### src/rtl/apsq_pkg.sv
// Shared constants for the axis position and pressure sequencer
package apsq_pkg;
    // ==========================================================
    // Data widths
    localparam int APSQ_W        = 16;          // Position, speed and valve word width
    localparam int APSQ_AW       = 8;           // Register address width
    // ==========================================================
    // Register byte addresses
    localparam logic [7:0] APSQ_CTRL_OFS   = 8'h00;  // Control bits
    localparam logic [7:0] APSQ_CMDPOS_OFS = 8'h04;  // Command position
    localparam logic [7:0] APSQ_CMDSPD_OFS = 8'h08;  // Travel speed
    localparam logic [7:0] APSQ_MANSPD_OFS = 8'h0C;  // Manual move speed
    localparam logic [7:0] APSQ_PSET_OFS   = 8'h10;  // Pressure setpoint
    localparam logic [7:0] APSQ_WIN_OFS    = 8'h14;  // In-position window
    localparam logic [7:0] APSQ_PRESET_OFS = 8'h18;  // Fault output preset
    localparam logic [7:0] APSQ_DBA_OFS    = 8'h1C;  // Deadband, pair A
    localparam logic [7:0] APSQ_LIMA_OFS   = 8'h20;  // Upper limit, pair A
    localparam logic [7:0] APSQ_DBB_OFS    = 8'h24;  // Deadband, pair B
    localparam logic [7:0] APSQ_LIMB_OFS   = 8'h28;  // Upper limit, pair B
    localparam logic [7:0] APSQ_GAIN_OFS   = 8'h2C;  // Position loop gain
    localparam logic [7:0] APSQ_STAT_OFS   = 8'h30;  // Status, read only
    localparam logic [7:0] APSQ_TGT_OFS    = 8'h34;  // Target, read only
    localparam logic [7:0] APSQ_VALVE_OFS  = 8'h38;  // Valve output, read only
    // ==========================================================
    // Control register fields
    localparam int APSQ_C_EN     = 0;   // Fieldbus enable
    localparam int APSQ_C_START  = 1;   // Start bit
    localparam int APSQ_C_FWD    = 2;   // Manual move, positive
    localparam int APSQ_C_REV    = 3;   // Manual move, negative
    localparam int APSQ_C_PAIR   = 4;   // Limit pair select
    localparam int APSQ_C_FOLLOW = 5;   // Following-error mode
    localparam int APSQ_C_CURVE  = 6;   // Braking curve, two bits
    localparam int APSQ_C_PCFG   = 8;   // Pressure limitation configured
    localparam int APSQ_C_PDIFF  = 9;   // Differential pressure feedback
    localparam int APSQ_C_FDIS   = 10;  // Fault preset disabled
    // ==========================================================
    // Braking curve codes
    localparam logic [1:0] APSQ_CURVE_LIN  = 2'h0;  // Linear, factor 1
    localparam logic [1:0] APSQ_CURVE_RT3  = 2'h1;  // Root curve, factor 3
    localparam logic [1:0] APSQ_CURVE_RT5  = 2'h2;  // Root curve, factor 5
    localparam int         APSQ_FAC_LIN    = 1;
    localparam int         APSQ_FAC_RT3    = 3;
    localparam int         APSQ_FAC_RT5    = 5;
    // ==========================================================
    // Reset values and loop constants
    localparam logic [15:0] APSQ_CTRL_RST  = 16'h0040;  // Root curve three selected
    localparam logic [15:0] APSQ_GAIN_RST  = 16'h0100;  // Unity gain
    localparam logic [15:0] APSQ_WIN_RST   = 16'h0010;
    localparam logic [15:0] APSQ_LIM_RST   = 16'h7FFF;
    localparam int          APSQ_GAIN_SH   = 8;         // Gain is 8.8 fixed point
    localparam int          APSQ_SQ_SH     = 8;         // Root curve scale
    localparam int          APSQ_KNEE      = 256;       // Two-slope knee
    localparam int          APSQ_STEP_DIV  = 200;       // Profile step every 1 us
    localparam int          APSQ_SAT       = 32767;
    // ==========================================================
    // Sequencer states
    typedef enum logic [3:0] {
        APSQ_OFF    = 4'b0001,
        APSQ_MANUAL = 4'b0010,
        APSQ_HOLD   = 4'b0100,
        APSQ_MOVE   = 4'b1000
    } apsq_mode_t;
endpackage
### src/rtl/apsq_axis_ctrl.sv
// Axis position sequencer with pressure limitation and fault output
// Contract
// - manual bits drive open loop at speed
// - manual release latches position as target
// - command position taken only with start
// - move at once, flag in-position on arrival
// - in-position holds in window or start
// - stroke-dependent mode adapts gain to stroke
// - following mode tracks generated profile error
// - compare measured position against supplied target
// - pressure feedback single or differential chamber
// - overpressure reduces output, negative side only
// - pressure limitation engages automatically
// - fault forces output to preset
// - preset drives to end, can disable
// - linear curve uses gain factor 1
// - first root curve factor 3, reset default
// - second root curve factor 5
// - two-slope gain around zero
// - deadband offset added to output
// - no pressure config means direct output
// - select bit picks deadband/limit pair
// - ready needs pin, bit, no sensor error
// - enable latches position, holds closed loop
`timescale 1ns/10ps
module apsq_axis_ctrl
    import apsq_pkg::*;
#(
    parameter int W        = APSQ_W,
    parameter int STEP_DIV = APSQ_STEP_DIV
) (
    // Clock and reset
    input  wire logic                 i_clk,
    input  wire logic                 i_rst,
    // Register port
    input  wire logic [APSQ_AW-1:0]   i_addr,
    input  wire logic [W-1:0]         i_wdata,
    input  wire logic                 i_wr,
    input  wire logic                 i_rd,
    output logic      [W-1:0]         o_rdata,
    // Pins and sensor values
    input  wire logic                 i_enable_pin,
    input  wire logic                 i_sensor_err,
    input  wire logic signed [W-1:0]  i_pos,
    input  wire logic signed [W-1:0]  i_press_a,
    input  wire logic signed [W-1:0]  i_press_b,
    // Outputs
    output logic signed [W-1:0]       o_valve,
    output logic                      o_ready,
    output logic                      o_inpos
);
    // ==========================================================
    // State record
    typedef struct packed {
        apsq_mode_t         mode;     // Sequencer state
        logic               en_q1;    // Enable pin sync, first stage
        logic               en_q2;    // Enable pin sync, second stage
        logic [W-1:0]       ctrl;     // Control bits
        logic signed [W-1:0] cmd_pos; // Command position
        logic signed [W-1:0] cmd_spd; // Travel speed
        logic signed [W-1:0] man_spd; // Manual speed
        logic signed [W-1:0] p_set;   // Pressure setpoint
        logic signed [W-1:0] win;     // In-position window
        logic signed [W-1:0] preset;  // Fault output value
        logic signed [W-1:0] db_a;    // Deadband A
        logic signed [W-1:0] lim_a;   // Limit A
        logic signed [W-1:0] db_b;    // Deadband B
        logic signed [W-1:0] lim_b;   // Limit B
        logic signed [W-1:0] gain;    // Loop gain, 8.8
        logic signed [W-1:0] target;  // Active target
        logic signed [W-1:0] prof;    // Generated profile position
        logic signed [W-1:0] valve;   // Valve output
        logic               inpos;    // In-position flag
        logic               ready;    // Ready flag
        logic               p_act;    // Pressure limitation active
        logic [W-1:0]       div;      // Profile step divider
        logic [W-1:0]       rdata;    // Read data
    } apsq_state_t;

    apsq_state_t s_r;                  // Registered state
    apsq_state_t s_nxt;                // Next state

    // ==========================================================
    // Combinational helpers
    logic               ready_c;       // Ready condition this cycle
    logic               manual_c;      // Any manual bit set
    logic               closed_c;      // Closed loop states
    logic               near_c;        // Inside in-position window
    logic               over_c;        // Pressure above setpoint
    logic               accept_c;      // New command accepted
    logic               tick_c;        // Profile step enable
    logic signed [31:0] err_c;         // Control error
    logic signed [31:0] terr_c;        // Target minus position
    logic        [31:0] mag_c;         // Saturated error magnitude
    logic        [31:0] curve_c;       // Braking curve value
    logic        [31:0] raw_c;         // Gain-scaled magnitude
    logic        [31:0] shp_c;         // Shaped magnitude
    logic signed [31:0] ctrl_c;        // Position controller result
    logic signed [31:0] out_c;         // Output before fault handling
    logic signed [31:0] fb_c;          // Pressure feedback
    logic signed [31:0] pcmd_c;        // Pressure controller result
    logic signed [31:0] db_c;          // Selected deadband
    logic signed [31:0] lim_c;         // Selected limit
    logic        [W-1:0] sq_c;         // Root of scaled magnitude
    logic [1:0]         curve_sel;     // Braking curve code

    assign curve_sel = s_r.ctrl[APSQ_C_CURVE +: 2];

    // Square root stage feeding both root curves
    apsq_isqrt #(
        .W      (W)
    ) u_isqrt (
        .i_val  ((mag_c << APSQ_SQ_SH)),
        .o_root (sq_c)
    );

    // ==========================================================
    // Next-state logic
    always_comb begin
        s_nxt       = s_r;
        // Only the second stage is read by logic
        s_nxt.en_q1 = i_enable_pin;
        s_nxt.en_q2 = s_r.en_q1;
        ready_c  = s_r.en_q2 && s_r.ctrl[APSQ_C_EN] && !i_sensor_err;
        manual_c = s_r.ctrl[APSQ_C_FWD] || s_r.ctrl[APSQ_C_REV];
        closed_c = (s_r.mode == APSQ_HOLD) || (s_r.mode == APSQ_MOVE);
        tick_c   = (s_r.div == W'(STEP_DIV - 1));
        s_nxt.div = tick_c ? '0 : s_r.div + W'(1);

        // Register writes; read-only and unmapped writes are dropped
        if (i_wr) begin
            case (i_addr)
                APSQ_CTRL_OFS:   s_nxt.ctrl    = i_wdata;
                APSQ_CMDPOS_OFS: s_nxt.cmd_pos = i_wdata;
                APSQ_CMDSPD_OFS: s_nxt.cmd_spd = i_wdata;
                APSQ_MANSPD_OFS: s_nxt.man_spd = i_wdata;
                APSQ_PSET_OFS:   s_nxt.p_set   = i_wdata;
                APSQ_WIN_OFS:    s_nxt.win     = i_wdata;
                APSQ_PRESET_OFS: s_nxt.preset  = i_wdata;
                APSQ_DBA_OFS:    s_nxt.db_a    = i_wdata;
                APSQ_LIMA_OFS:   s_nxt.lim_a   = i_wdata;
                APSQ_DBB_OFS:    s_nxt.db_b    = i_wdata;
                APSQ_LIMB_OFS:   s_nxt.lim_b   = i_wdata;
                APSQ_GAIN_OFS:   s_nxt.gain    = i_wdata;
                default: ;
            endcase
        end

        // Register reads; data stand only in the following cycle
        s_nxt.rdata = '0;
        if (i_rd) begin
            case (i_addr)
                APSQ_CTRL_OFS:   s_nxt.rdata = s_r.ctrl;
                APSQ_CMDPOS_OFS: s_nxt.rdata = s_r.cmd_pos;
                APSQ_CMDSPD_OFS: s_nxt.rdata = s_r.cmd_spd;
                APSQ_MANSPD_OFS: s_nxt.rdata = s_r.man_spd;
                APSQ_PSET_OFS:   s_nxt.rdata = s_r.p_set;
                APSQ_WIN_OFS:    s_nxt.rdata = s_r.win;
                APSQ_PRESET_OFS: s_nxt.rdata = s_r.preset;
                APSQ_DBA_OFS:    s_nxt.rdata = s_r.db_a;
                APSQ_LIMA_OFS:   s_nxt.rdata = s_r.lim_a;
                APSQ_DBB_OFS:    s_nxt.rdata = s_r.db_b;
                APSQ_LIMB_OFS:   s_nxt.rdata = s_r.lim_b;
                APSQ_GAIN_OFS:   s_nxt.rdata = s_r.gain;
                APSQ_STAT_OFS:   s_nxt.rdata = {{(W-8){1'b0}}, s_r.mode, s_r.p_act,
                                                s_r.valve != s_r.preset, s_r.inpos, s_r.ready};
                APSQ_TGT_OFS:    s_nxt.rdata = s_r.target;
                APSQ_VALVE_OFS:  s_nxt.rdata = s_r.valve;
                default:         s_nxt.rdata = '0;
            endcase
        end

        // Error against target, or against the generated profile
        terr_c = 32'(s_r.target) - 32'(i_pos);
        err_c  = s_r.ctrl[APSQ_C_FOLLOW] ? 32'(s_r.prof) - 32'(i_pos) : terr_c;
        mag_c  = (err_c < 0) ? 32'(-err_c) : 32'(err_c);
        if (mag_c > 32'(APSQ_SAT)) mag_c = 32'(APSQ_SAT);
        near_c = ((terr_c < 0) ? -terr_c : terr_c) <= 32'(s_r.win);

        // Braking curve: root curves are steep near target, root-shaped far off
        case (curve_sel)
            APSQ_CURVE_RT3: curve_c = (32'(APSQ_FAC_RT3) * mag_c < 32'(sq_c)) ?
                                      32'(APSQ_FAC_RT3) * mag_c : 32'(sq_c);
            APSQ_CURVE_RT5: curve_c = (32'(APSQ_FAC_RT5) * mag_c < 32'(sq_c)) ?
                                      32'(APSQ_FAC_RT5) * mag_c : 32'(sq_c);
            default:        curve_c = 32'(APSQ_FAC_LIN) * mag_c;
        endcase
        // Gain scaled by remaining stroke through the curve
        raw_c = (32'(unsigned'(s_r.gain)) * curve_c) >> APSQ_GAIN_SH;
        if (!s_r.ctrl[APSQ_C_FOLLOW] && raw_c > 32'(s_r.cmd_spd))
            raw_c = 32'(s_r.cmd_spd);
        if (raw_c > 32'(APSQ_SAT)) raw_c = 32'(APSQ_SAT);

        // Deadband and limit pair chosen by the fieldbus select bit
        db_c  = s_r.ctrl[APSQ_C_PAIR] ? 32'(s_r.db_b)  : 32'(s_r.db_a);
        lim_c = s_r.ctrl[APSQ_C_PAIR] ? 32'(s_r.lim_b) : 32'(s_r.lim_a);
        // Two slopes meeting at the knee instead of an overlap jump
        shp_c = (raw_c < 32'(APSQ_KNEE)) ? raw_c << 1 : raw_c + 32'(APSQ_KNEE);
        // A large deadband loses fine low-speed control; keep it small
        if (raw_c != 0) shp_c = shp_c + 32'(db_c);
        if (32'(shp_c) > lim_c) shp_c = 32'(lim_c);

        if (s_r.ctrl[APSQ_C_PCFG])
            ctrl_c = (err_c < 0) ? -32'(shp_c) : 32'(shp_c);
        else
            ctrl_c = (err_c < 0) ? -32'(raw_c) : 32'(raw_c);

        // Open loop manual drive uses the manual speed only
        if (s_r.mode == APSQ_MANUAL)
            out_c = s_r.ctrl[APSQ_C_FWD] ? 32'(s_r.man_spd) :
                    (s_r.ctrl[APSQ_C_REV] ? -32'(s_r.man_spd) : 32'sd0);
        else
            out_c = ctrl_c;

        // Pressure limitation, pulling the output down only
        fb_c   = s_r.ctrl[APSQ_C_PDIFF] ? 32'(i_press_a) - 32'(i_press_b)
                                        : 32'(i_press_a);
        over_c = s_r.ctrl[APSQ_C_PCFG] && (fb_c > 32'(s_r.p_set));
        pcmd_c = 32'(s_r.p_set) - fb_c;
        s_nxt.p_act = over_c && (pcmd_c < out_c);
        if (s_nxt.p_act) out_c = pcmd_c;
        if (out_c < -32'(APSQ_SAT)) out_c = -32'(APSQ_SAT);

        // Sequencer
        accept_c = 1'b0;
        case (s_r.mode)
            APSQ_OFF: begin
                if (ready_c) begin
                    s_nxt.target = i_pos;
                    s_nxt.prof   = i_pos;
                    s_nxt.mode   = APSQ_HOLD;
                end
            end
            APSQ_MANUAL: begin
                if (!manual_c) begin
                    s_nxt.target = i_pos;
                    s_nxt.prof   = i_pos;
                    s_nxt.mode   = APSQ_HOLD;
                end
            end
            APSQ_HOLD, APSQ_MOVE: begin
                if (manual_c) begin
                    s_nxt.mode = APSQ_MANUAL;
                end else if (s_r.ctrl[APSQ_C_START] && s_r.cmd_pos != s_r.target) begin
                    accept_c     = 1'b1;
                    s_nxt.target = s_r.cmd_pos;
                    s_nxt.mode   = APSQ_MOVE;
                end else if (s_r.mode == APSQ_MOVE && near_c) begin
                    s_nxt.mode = APSQ_HOLD;
                end
                // Profile walks toward the target at the travel speed
                if (tick_c) begin
                    if (32'(s_r.target) - 32'(s_r.prof) > 32'(s_r.cmd_spd))
                        s_nxt.prof = s_r.prof + s_r.cmd_spd;
                    else if (32'(s_r.prof) - 32'(s_r.target) > 32'(s_r.cmd_spd))
                        s_nxt.prof = s_r.prof - s_r.cmd_spd;
                    else
                        s_nxt.prof = s_r.target;
                end
            end
            default: s_nxt.mode = APSQ_OFF;
        endcase
        if (!ready_c) s_nxt.mode = APSQ_OFF;

        // In-position: set on arrival, kept in window or while start holds
        s_nxt.inpos = ready_c && closed_c && !accept_c && !manual_c &&
                      (near_c || (s_r.inpos && s_r.ctrl[APSQ_C_START]));

        // Fault preset, or zero if it is switched off
        if (!ready_c)
            s_nxt.valve = s_r.ctrl[APSQ_C_FDIS] ? '0 : s_r.preset;
        else
            s_nxt.valve = W'(out_c);
        s_nxt.ready = ready_c;
    end

    // ==========================================================
    // State register
    always_ff @(posedge i_clk) begin
        if (i_rst) begin
            s_r         <= '0;
            s_r.mode    <= APSQ_OFF;
            s_r.ctrl    <= APSQ_CTRL_RST;
            s_r.gain    <= APSQ_GAIN_RST;
            s_r.win     <= APSQ_WIN_RST;
            s_r.lim_a   <= APSQ_LIM_RST;
            s_r.lim_b   <= APSQ_LIM_RST;
        end else begin
            s_r <= s_nxt;
        end
    end

    assign o_rdata = s_r.rdata;
    assign o_valve = s_r.valve;
    assign o_ready = s_r.ready;
    assign o_inpos = s_r.inpos;
endmodule

### src/rtl/apsq_isqrt.sv
// Combinational integer square root used by the root braking curves
`timescale 1ns/10ps
module apsq_isqrt #(
    parameter int W = 16
) (
    // Operand
    input  wire logic [2*W-1:0] i_val,
    // Result
    output logic      [W-1:0]   o_root
);
    // ==========================================================
    // Partial roots, one stage per result bit
    logic [W-1:0] root [0:W];

    assign root[0] = '0;

    // Each stage tries one more bit, keeping it if the square still fits
    for (genvar k = 0; k < W; k++) begin : g_bit
        logic [W-1:0]   trial;
        logic [2*W-1:0] sq;
        assign trial       = root[k] | (W'(1) << (W - 1 - k));
        assign sq          = {{W{1'b0}}, trial} * {{W{1'b0}}, trial};
        assign root[k + 1] = (sq <= i_val) ? trial : root[k];
    end

    assign o_root = root[W];
endmodule

### config.mk
export PLATFORM = sky130hd
export DESIGN_NAME = apsq_axis_ctrl
export DESIGN_NICKNAME = d
export VERILOG_FILES = /design/src/rtl/apsq_pkg.sv /design/src/rtl/apsq_axis_ctrl.sv /design/src/rtl/apsq_isqrt.sv
export SDC_FILE = /design/constraint.sdc
export NUM_CORES = 2
export LEC_CHECK = 0
export BUFFER_PORTS_ARGS = -buffer_cell sky130_fd_sc_hd__clkbuf_2
export CAP_MARGIN = 20
export CORE_ASPECT_RATIO = 0.5
export CORE_MARGIN = 2
export CORE_UTILIZATION = 55
export DETAILED_ROUTE_END_ITERATION = 6
export HOLD_SLACK_MARGIN = 0.08
export PLACE_DENSITY_LB_ADDON = 0.3
export SLEW_MARGIN = 25
export SYNTH_ARGS = -nofsm -noshare
export SYNTH_HDL_FRONTEND = slang
export SYNTH_SLANG_ARGS = --single-unit
### constraint.sdc
create_clock -name i_clk -period 126.6 [get_ports i_clk]
set_clock_uncertainty 0.2 [all_clocks]
set_input_delay 12.66 -clock i_clk [delete_from_list [all_inputs] [get_ports i_clk]]
set_output_delay 12.66 -clock i_clk [all_outputs]
set_load 0.005 [all_outputs]
Yosys cells after proc, flatten, opt, wreduce, memory -nomap -nowiden:

Index checks and enable logic that the tools add are counted.

* latch bits: 0
* bits of input ports: 78
* memories: 0
* output and inout port bits: 34
* bits in read-only memories: 0
* bits in registers: 281
* memory bits (writable): 0
* logic and storage cells: 218

* reduce and logical (&&, ||, !) cells: 41
* eq/ne operators: 29
* div/mod/pow operators: 0
* $mul: 18
* add/subtract/negate cells: 16
* $lt $le $gt $ge: 31
* shifts and indexed selects: 0
* mux-type cells: 58
* bitwise operators: 2

Operators by type and width (count)
* $mux 32: 23
* $le 32x32->1: 15
* $mul 16x16->32: 15
* $pmux 16 s15: 1
* $mux 16: 9
* $neg 32->32: 3
* $pmux 32 s3: 1
* $sub 16x16->17: 5
* $gt 32x15->1 const B: 2
* $lt 32x16->1: 2
* $pmux 32 s2: 1
* $eq 8x6->1 const B: 7
* $gt 17x16->1: 2
* $add 32x32->32: 1
* $add 32x9->32 const B: 1
* $eq 8x5->1 const B: 4
* $gt 24x32->1: 1
* $gt 32x16->1: 1
* $gt 32x32->1: 1
* $le 31x32->1 const A: 1
* $le 32x16->1: 1
* $lt 32x1->1 const B: 1
* $lt 32x16->1 const B: 1
* $lt 32x32->1: 1
* 50 further kinds: 95

Depth between registers and ports, before layout:

* depth after elaboration: 78
* depth in mapped cells: 567
* mapped depth without buffers: 546

By module:

A second synthesis with hierarchy kept.

* cells, all modules: 9475
* area total of the unflattened synthesis: 77105.2 µm²

By module, submodules not included
* apsq_axis_ctrl: instances 1, area each 45090.7 µm², sequential area each 5625.4 µm², cells each 5963
* apsq_isqrt: instances 1, area each 32014.5 µm², sequential area each 0.0 µm², cells each 3512

Least setup slack after synthesis:

OpenSTA, ideal clock, no wires.

* kind: input-to-reg
* from: in i_pos[0]
* to: reg s_r, in the netlist o_valve[1]
* path buffers: 23
* library setup time: 0.126 ns
* data arrival time: 106.019 ns
* setup slack: 20.255 ns
* cell stages on the path: 457
* required time: 126.274 ns
* cell sequence: ha_1 -> fa_1 -> nor2b_1 -> o31ai_2 -> a221oi_1 -> o31a_1 -> o21ai_0 -> a31o_2 -> mux2i_1 -> clkbuf_1 -> clkbuf_1 -> clkbuf_1 -> buf_1 -> a31oi_1 -> xor2_1 -> nor2_1 -> ha_1 -> and4_1 -> [421 not listed] -> nand2b_1 -> a21oi_1 -> nor2b_1 -> o21ai_0 -> a21boi_0 -> o21ai_0 -> o211ai_1 -> or2_2 -> a31oi_1 -> mux2i_2 -> nand3_1 -> o41a_1 -> or3b_1 -> nor4_2 -> a31oi_1 -> buf_2 -> a32oi_1 -> o21ai_1

* cells in the longest elaborated chain, start to end: 78
* elaborated cells on any way between the ends: 88
* classes of those cells: add/sub (7); mul (18); order compare (26); mux (34); reduce/logical (3)

Ends and longest elaborated chain
* start: declaration: RTL line apsq_axis_ctrl.sv:44 `input wire logic signed [W-1:0] i_pos,`
* $sub 16x16->17, on equally long branches: RTL line apsq_axis_ctrl.sv:174, apsq_axis_ctrl.sv:175
* $mux 32 (*): RTL line apsq_axis_ctrl.sv:175 `err_c = s_r.ctrl[APSQ_C_FOLLOW] ? 32'(s_r.prof) - 32'(i_pos) : terr_c;`
* $neg 32->32 / $lt 32x1->1 (equally long branches): RTL line apsq_axis_ctrl.sv:176, apsq_axis_ctrl.sv:204, apsq_axis_ctrl.sv:206
* $mux 32: RTL line apsq_axis_ctrl.sv:176 `mag_c = (err_c < 0) ? 32'(-err_c) : 32'(err_c);`
* $gt 32x15->1: RTL line apsq_axis_ctrl.sv:177 `if (mag_c > 32'(APSQ_SAT)) mag_c = 32'(APSQ_SAT);`
* $mux 32: RTL line apsq_axis_ctrl.sv:177
* $le 31x32->1: RTL line apsq_isqrt.sv:23 `assign root[k + 1] = (sq <= i_val) ? trial : root[k];`
* $mux 16: RTL line apsq_isqrt.sv:23
* [62 not listed]
* $mux 32 (*): RTL line apsq_axis_ctrl.sv:203 `if (s_r.ctrl[APSQ_C_PCFG])`
* $mux 32 (*): RTL line apsq_axis_ctrl.sv:209 `if (s_r.mode == APSQ_MANUAL)`
* $lt 32x32->1: RTL line apsq_axis_ctrl.sv:220 `s_nxt.p_act = over_c && (pcmd_c < out_c);`
* $logic_and 1x1->1: RTL line apsq_axis_ctrl.sv:220
* $mux 32 (*): RTL line apsq_axis_ctrl.sv:221 `if (s_nxt.p_act) out_c = pcmd_c;`
* $lt 32x16->1: RTL line apsq_axis_ctrl.sv:222 `if (out_c < -32'(APSQ_SAT)) out_c = -32'(APSQ_SAT);`
* $mux 16 (*): RTL line apsq_axis_ctrl.sv:222
* $mux 16 (*): RTL line apsq_axis_ctrl.sv:270 `if (!ready_c)`
* end signal: assignment: RTL line apsq_axis_ctrl.sv:289 `s_r <= s_nxt;`
* end: declaration: RTL line apsq_axis_ctrl.sv:80 `apsq_state_t s_r;`

Every way passes the cells marked *; elsewhere a longest branch is shown, timed or not.
A chain may end at the register's enable or synchronous reset.

Worst setup path after layout:

* from: in i_pos[7]
* to: reg s_r, in the netlist o_valve[3]

The elaborated chain is that of the path after synthesis.

==> metrics <==
status finished with violations; violations in the final reports DRC, slew limit; maximum number of pins on one net before global-route repair 84; netlist area before placement 0.0758 sq mm; number of levels the H-tree was split into 1; Setup CP Type in -> reg; count of nets left with antenna violations after detail routing 0; cell types with the largest area share after synthesis ha_1, fa_1, dfxtp_1, inv_1, nand2_1; register bit total from synthesis 281; maximum fanout along the worst path 40; Detailed Place HPWL 196000 um; critical path startpoint category input port; shortest clock period the worst path allows after layout 118.89 ns; area growth from synthesis to final layout 5.70%; pre-CTS worst setup slack 8.95 ns; slew at the pin closest to its max-slew limit 4.46 ns; endpoint type of the worst setup path flop; Post-CTS Repair Setup Buffers 0; highest cell delay on the worst timing path 0.84 ns; CP max stage cell a211oi_1; most instantiated library cell after synthesis inv_1; routed via count divided by cell count 5.97; leading register cell type out of synthesis dfxtp_1; share of synthesized registers carrying an async set or reset 0; Site Rows 96; clock latency at the later pin of the worst-skew pair 0.60 ns; Top-Level Pins 112; Worst-path clk slew 0.07 ns; number of buffers between clock root and the deepest sink 3; first-pass GRT wire length 378000 um; Data arrival, critical path 119.14 ns; number of gates given a new drive strength after cts 0; achievable frequency 8.41 MHz; WL final 242000 um; overall global routing resource usage 0.342; core occupancy in the finished layout 0.585; antenna diode instance count 0; cell type contributing the most total cell area after synthesis ha_1; final setup violation count 0; number of buffers created by CTS 27; sinks on the clock net 281; clock tree from TritonCTS done; PortBufs 111; Avg WL per Cell 21.4 um; fraction of final layout cells with drive strength greater than 1 0.0426; Pins Over Slew Limit 106; final number of hold-violating endpoints 0; vias in the first global route 66409; clk root buf clkbuf_16; count of mapped cells out of synthesis 9250; setup slack of the critical path after layout 7.71 ns; RSZ-0062 raised after global routing no; top cells by count, synth inv_1, ha_1, nand2_1, fa_1, a21oi_1; number of nets in the final layout 11706; overall die width 529 um; length of the first detailed-routing pass in iterations 7; final weighted congestion in routability-driven placement 1.02; total number of vias 67459; max-slew headroom at the worst pin -1.99; number of antenna violations at the first check in global routing 1; remaining design rule violation count 16; DIE AREA 0.141 sq mm; number of unique standard cell types used by synthesis 119; final sum of negative setup slack 0 ns; sequential-to-total area share from yosys stat 0.0742; Critical Path RT 126.85 ns; warning count from the yosys run 0; effective utilization at floorplan 0.554; cts hold-fix bufs 0; detailed router's first-iteration violation count 6956; placeable core area 0.137 sq mm; number of enable-type register cells in the synthesized netlist 0; die span in y 267 um; fraction of synthesized cell area taken by the top area cell type 0.220; Max Cap Viol 0; count of fill cells added during filler insertion 12513; part of the cycle the worst path needs 0.939; Worst path most repeated cell a21oi_1; final global-route overflow total 0; kind of path behind the tightest hold check reg -> reg; average footprint of a synthesized cell 8.20 sq um; worst slack on hold paths 0.243 ns
-- cell usage in the layout (no fill, tap or decap), types with 36 or more instances in the layout --
master / count
a211oi_1: 45
a21o_1: 232
a21oi_1: 644
a221oi_1: 58
a311oi_1: 36
a31oi_1: 52
and2_1: 183
and3_1: 55
buf_4: 91
clkbuf_2: 110
conb_1: 345
dfxtp_1: 279
fa_1: 818
ha_1: 1336
inv_1: 1450
mux2i_1: 69
nand2_1: 900
nand2b_1: 106
nand3_1: 111
nand3b_1: 48
nand4_1: 111
nor2_1: 485
nor2b_1: 90
nor3_1: 110
nor4_1: 48
o211ai_1: 48
o21a_1: 76
o21ai_0: 321
o21bai_1: 108
o31ai_1: 36
xnor2_1: 282
xor2_1: 177
-- state kept, by name, summed over array words and instances, names as in the netlist --
register   cells
s_r          244
s_nxt          1
o_rdata       16
o_valve       16
curve_sel      2
o_inpos        1
o_ready        1
-- worst paths after layout --
check / startpoint / end / slack (ns) / cells after the start
max: i_pos[7] / o_valve[3] / 7.71 / 445
min: s_r[16] / s_r[16] / 0.24 / 1
min reg2reg: s_r[16] / s_r[16] / 0.24 / 1
max reg2reg: s_r[74] / o_valve[3] / 19.21 / 443
-- cell type report --
| class | instances | area, sq um | area share |
|---|---|---|---|
| Sequential cell | 281 | 5630 | 0.0702 |
| Multi-Input combinational cell | 7502 | 64600 | 0.807 |
| Timing Repair Buffer | 202 | 1240 | 0.0155 |
| Clock inverter | 8 | 93.8 | 0.00117 |
| Clock buffer | 40 | 785 | 0.00979 |
| Tap cell | 1813 | 2270 | 0.0283 |
| Inverter | 1460 | 5480 | 0.0684 |
-- cells by family after synthesis --
kind of cell | after synthesis | synth area share
fa+ha+maj | 2154 | 0.436
buf+inv | 1810 | 0.0917
compound gates | 2018 | 0.175
flops | 281 | 0.0742
other cells | 2 | 0.0000991
simple gates | 2415 | 0.154
mux | 110 | 0.0153
xor+xnor | 460 | 0.0532
-- worst max-delay path: cells and delay by family --
kind,cells,cell delay [ns]
multiplexers,3,1.22
AND/OR/NAND/NOR,79,15.00
AO/OA/AOI/OAI,196,43.78
adder cells (fa/ha/maj),97,35.19
buffers and inverters,57,9.24
XOR/XNOR,13,1.69
-- per-layer routing --
metal | part of all wire | vias up | GRT usage
li1 | - | 31411 | -
met1 | 0.41 | 32154 | 0.453
met2 | 0.44 | 3260 | 0.546
met3 | 0.098 | 634 | 0.0581
met4 | 0.055 | 0 | 0.155
met5 | 0 | - | 0
-- per-stage QoR --
stage | cells | cell area, sq um
3_3_place_gp | 11258 | 79200
4_1_cts | 11306 | 80100
6_report | 11306 | 80100
2_1_floorplan | 9593 | 77100
3_5_place_dp | 11258 | 79200
5_1_grt | 11306 | 80100
Power is left out: the tool's default activity adds up to more than one toggle a clock period on the data nets, which glitch-free logic cannot reach.
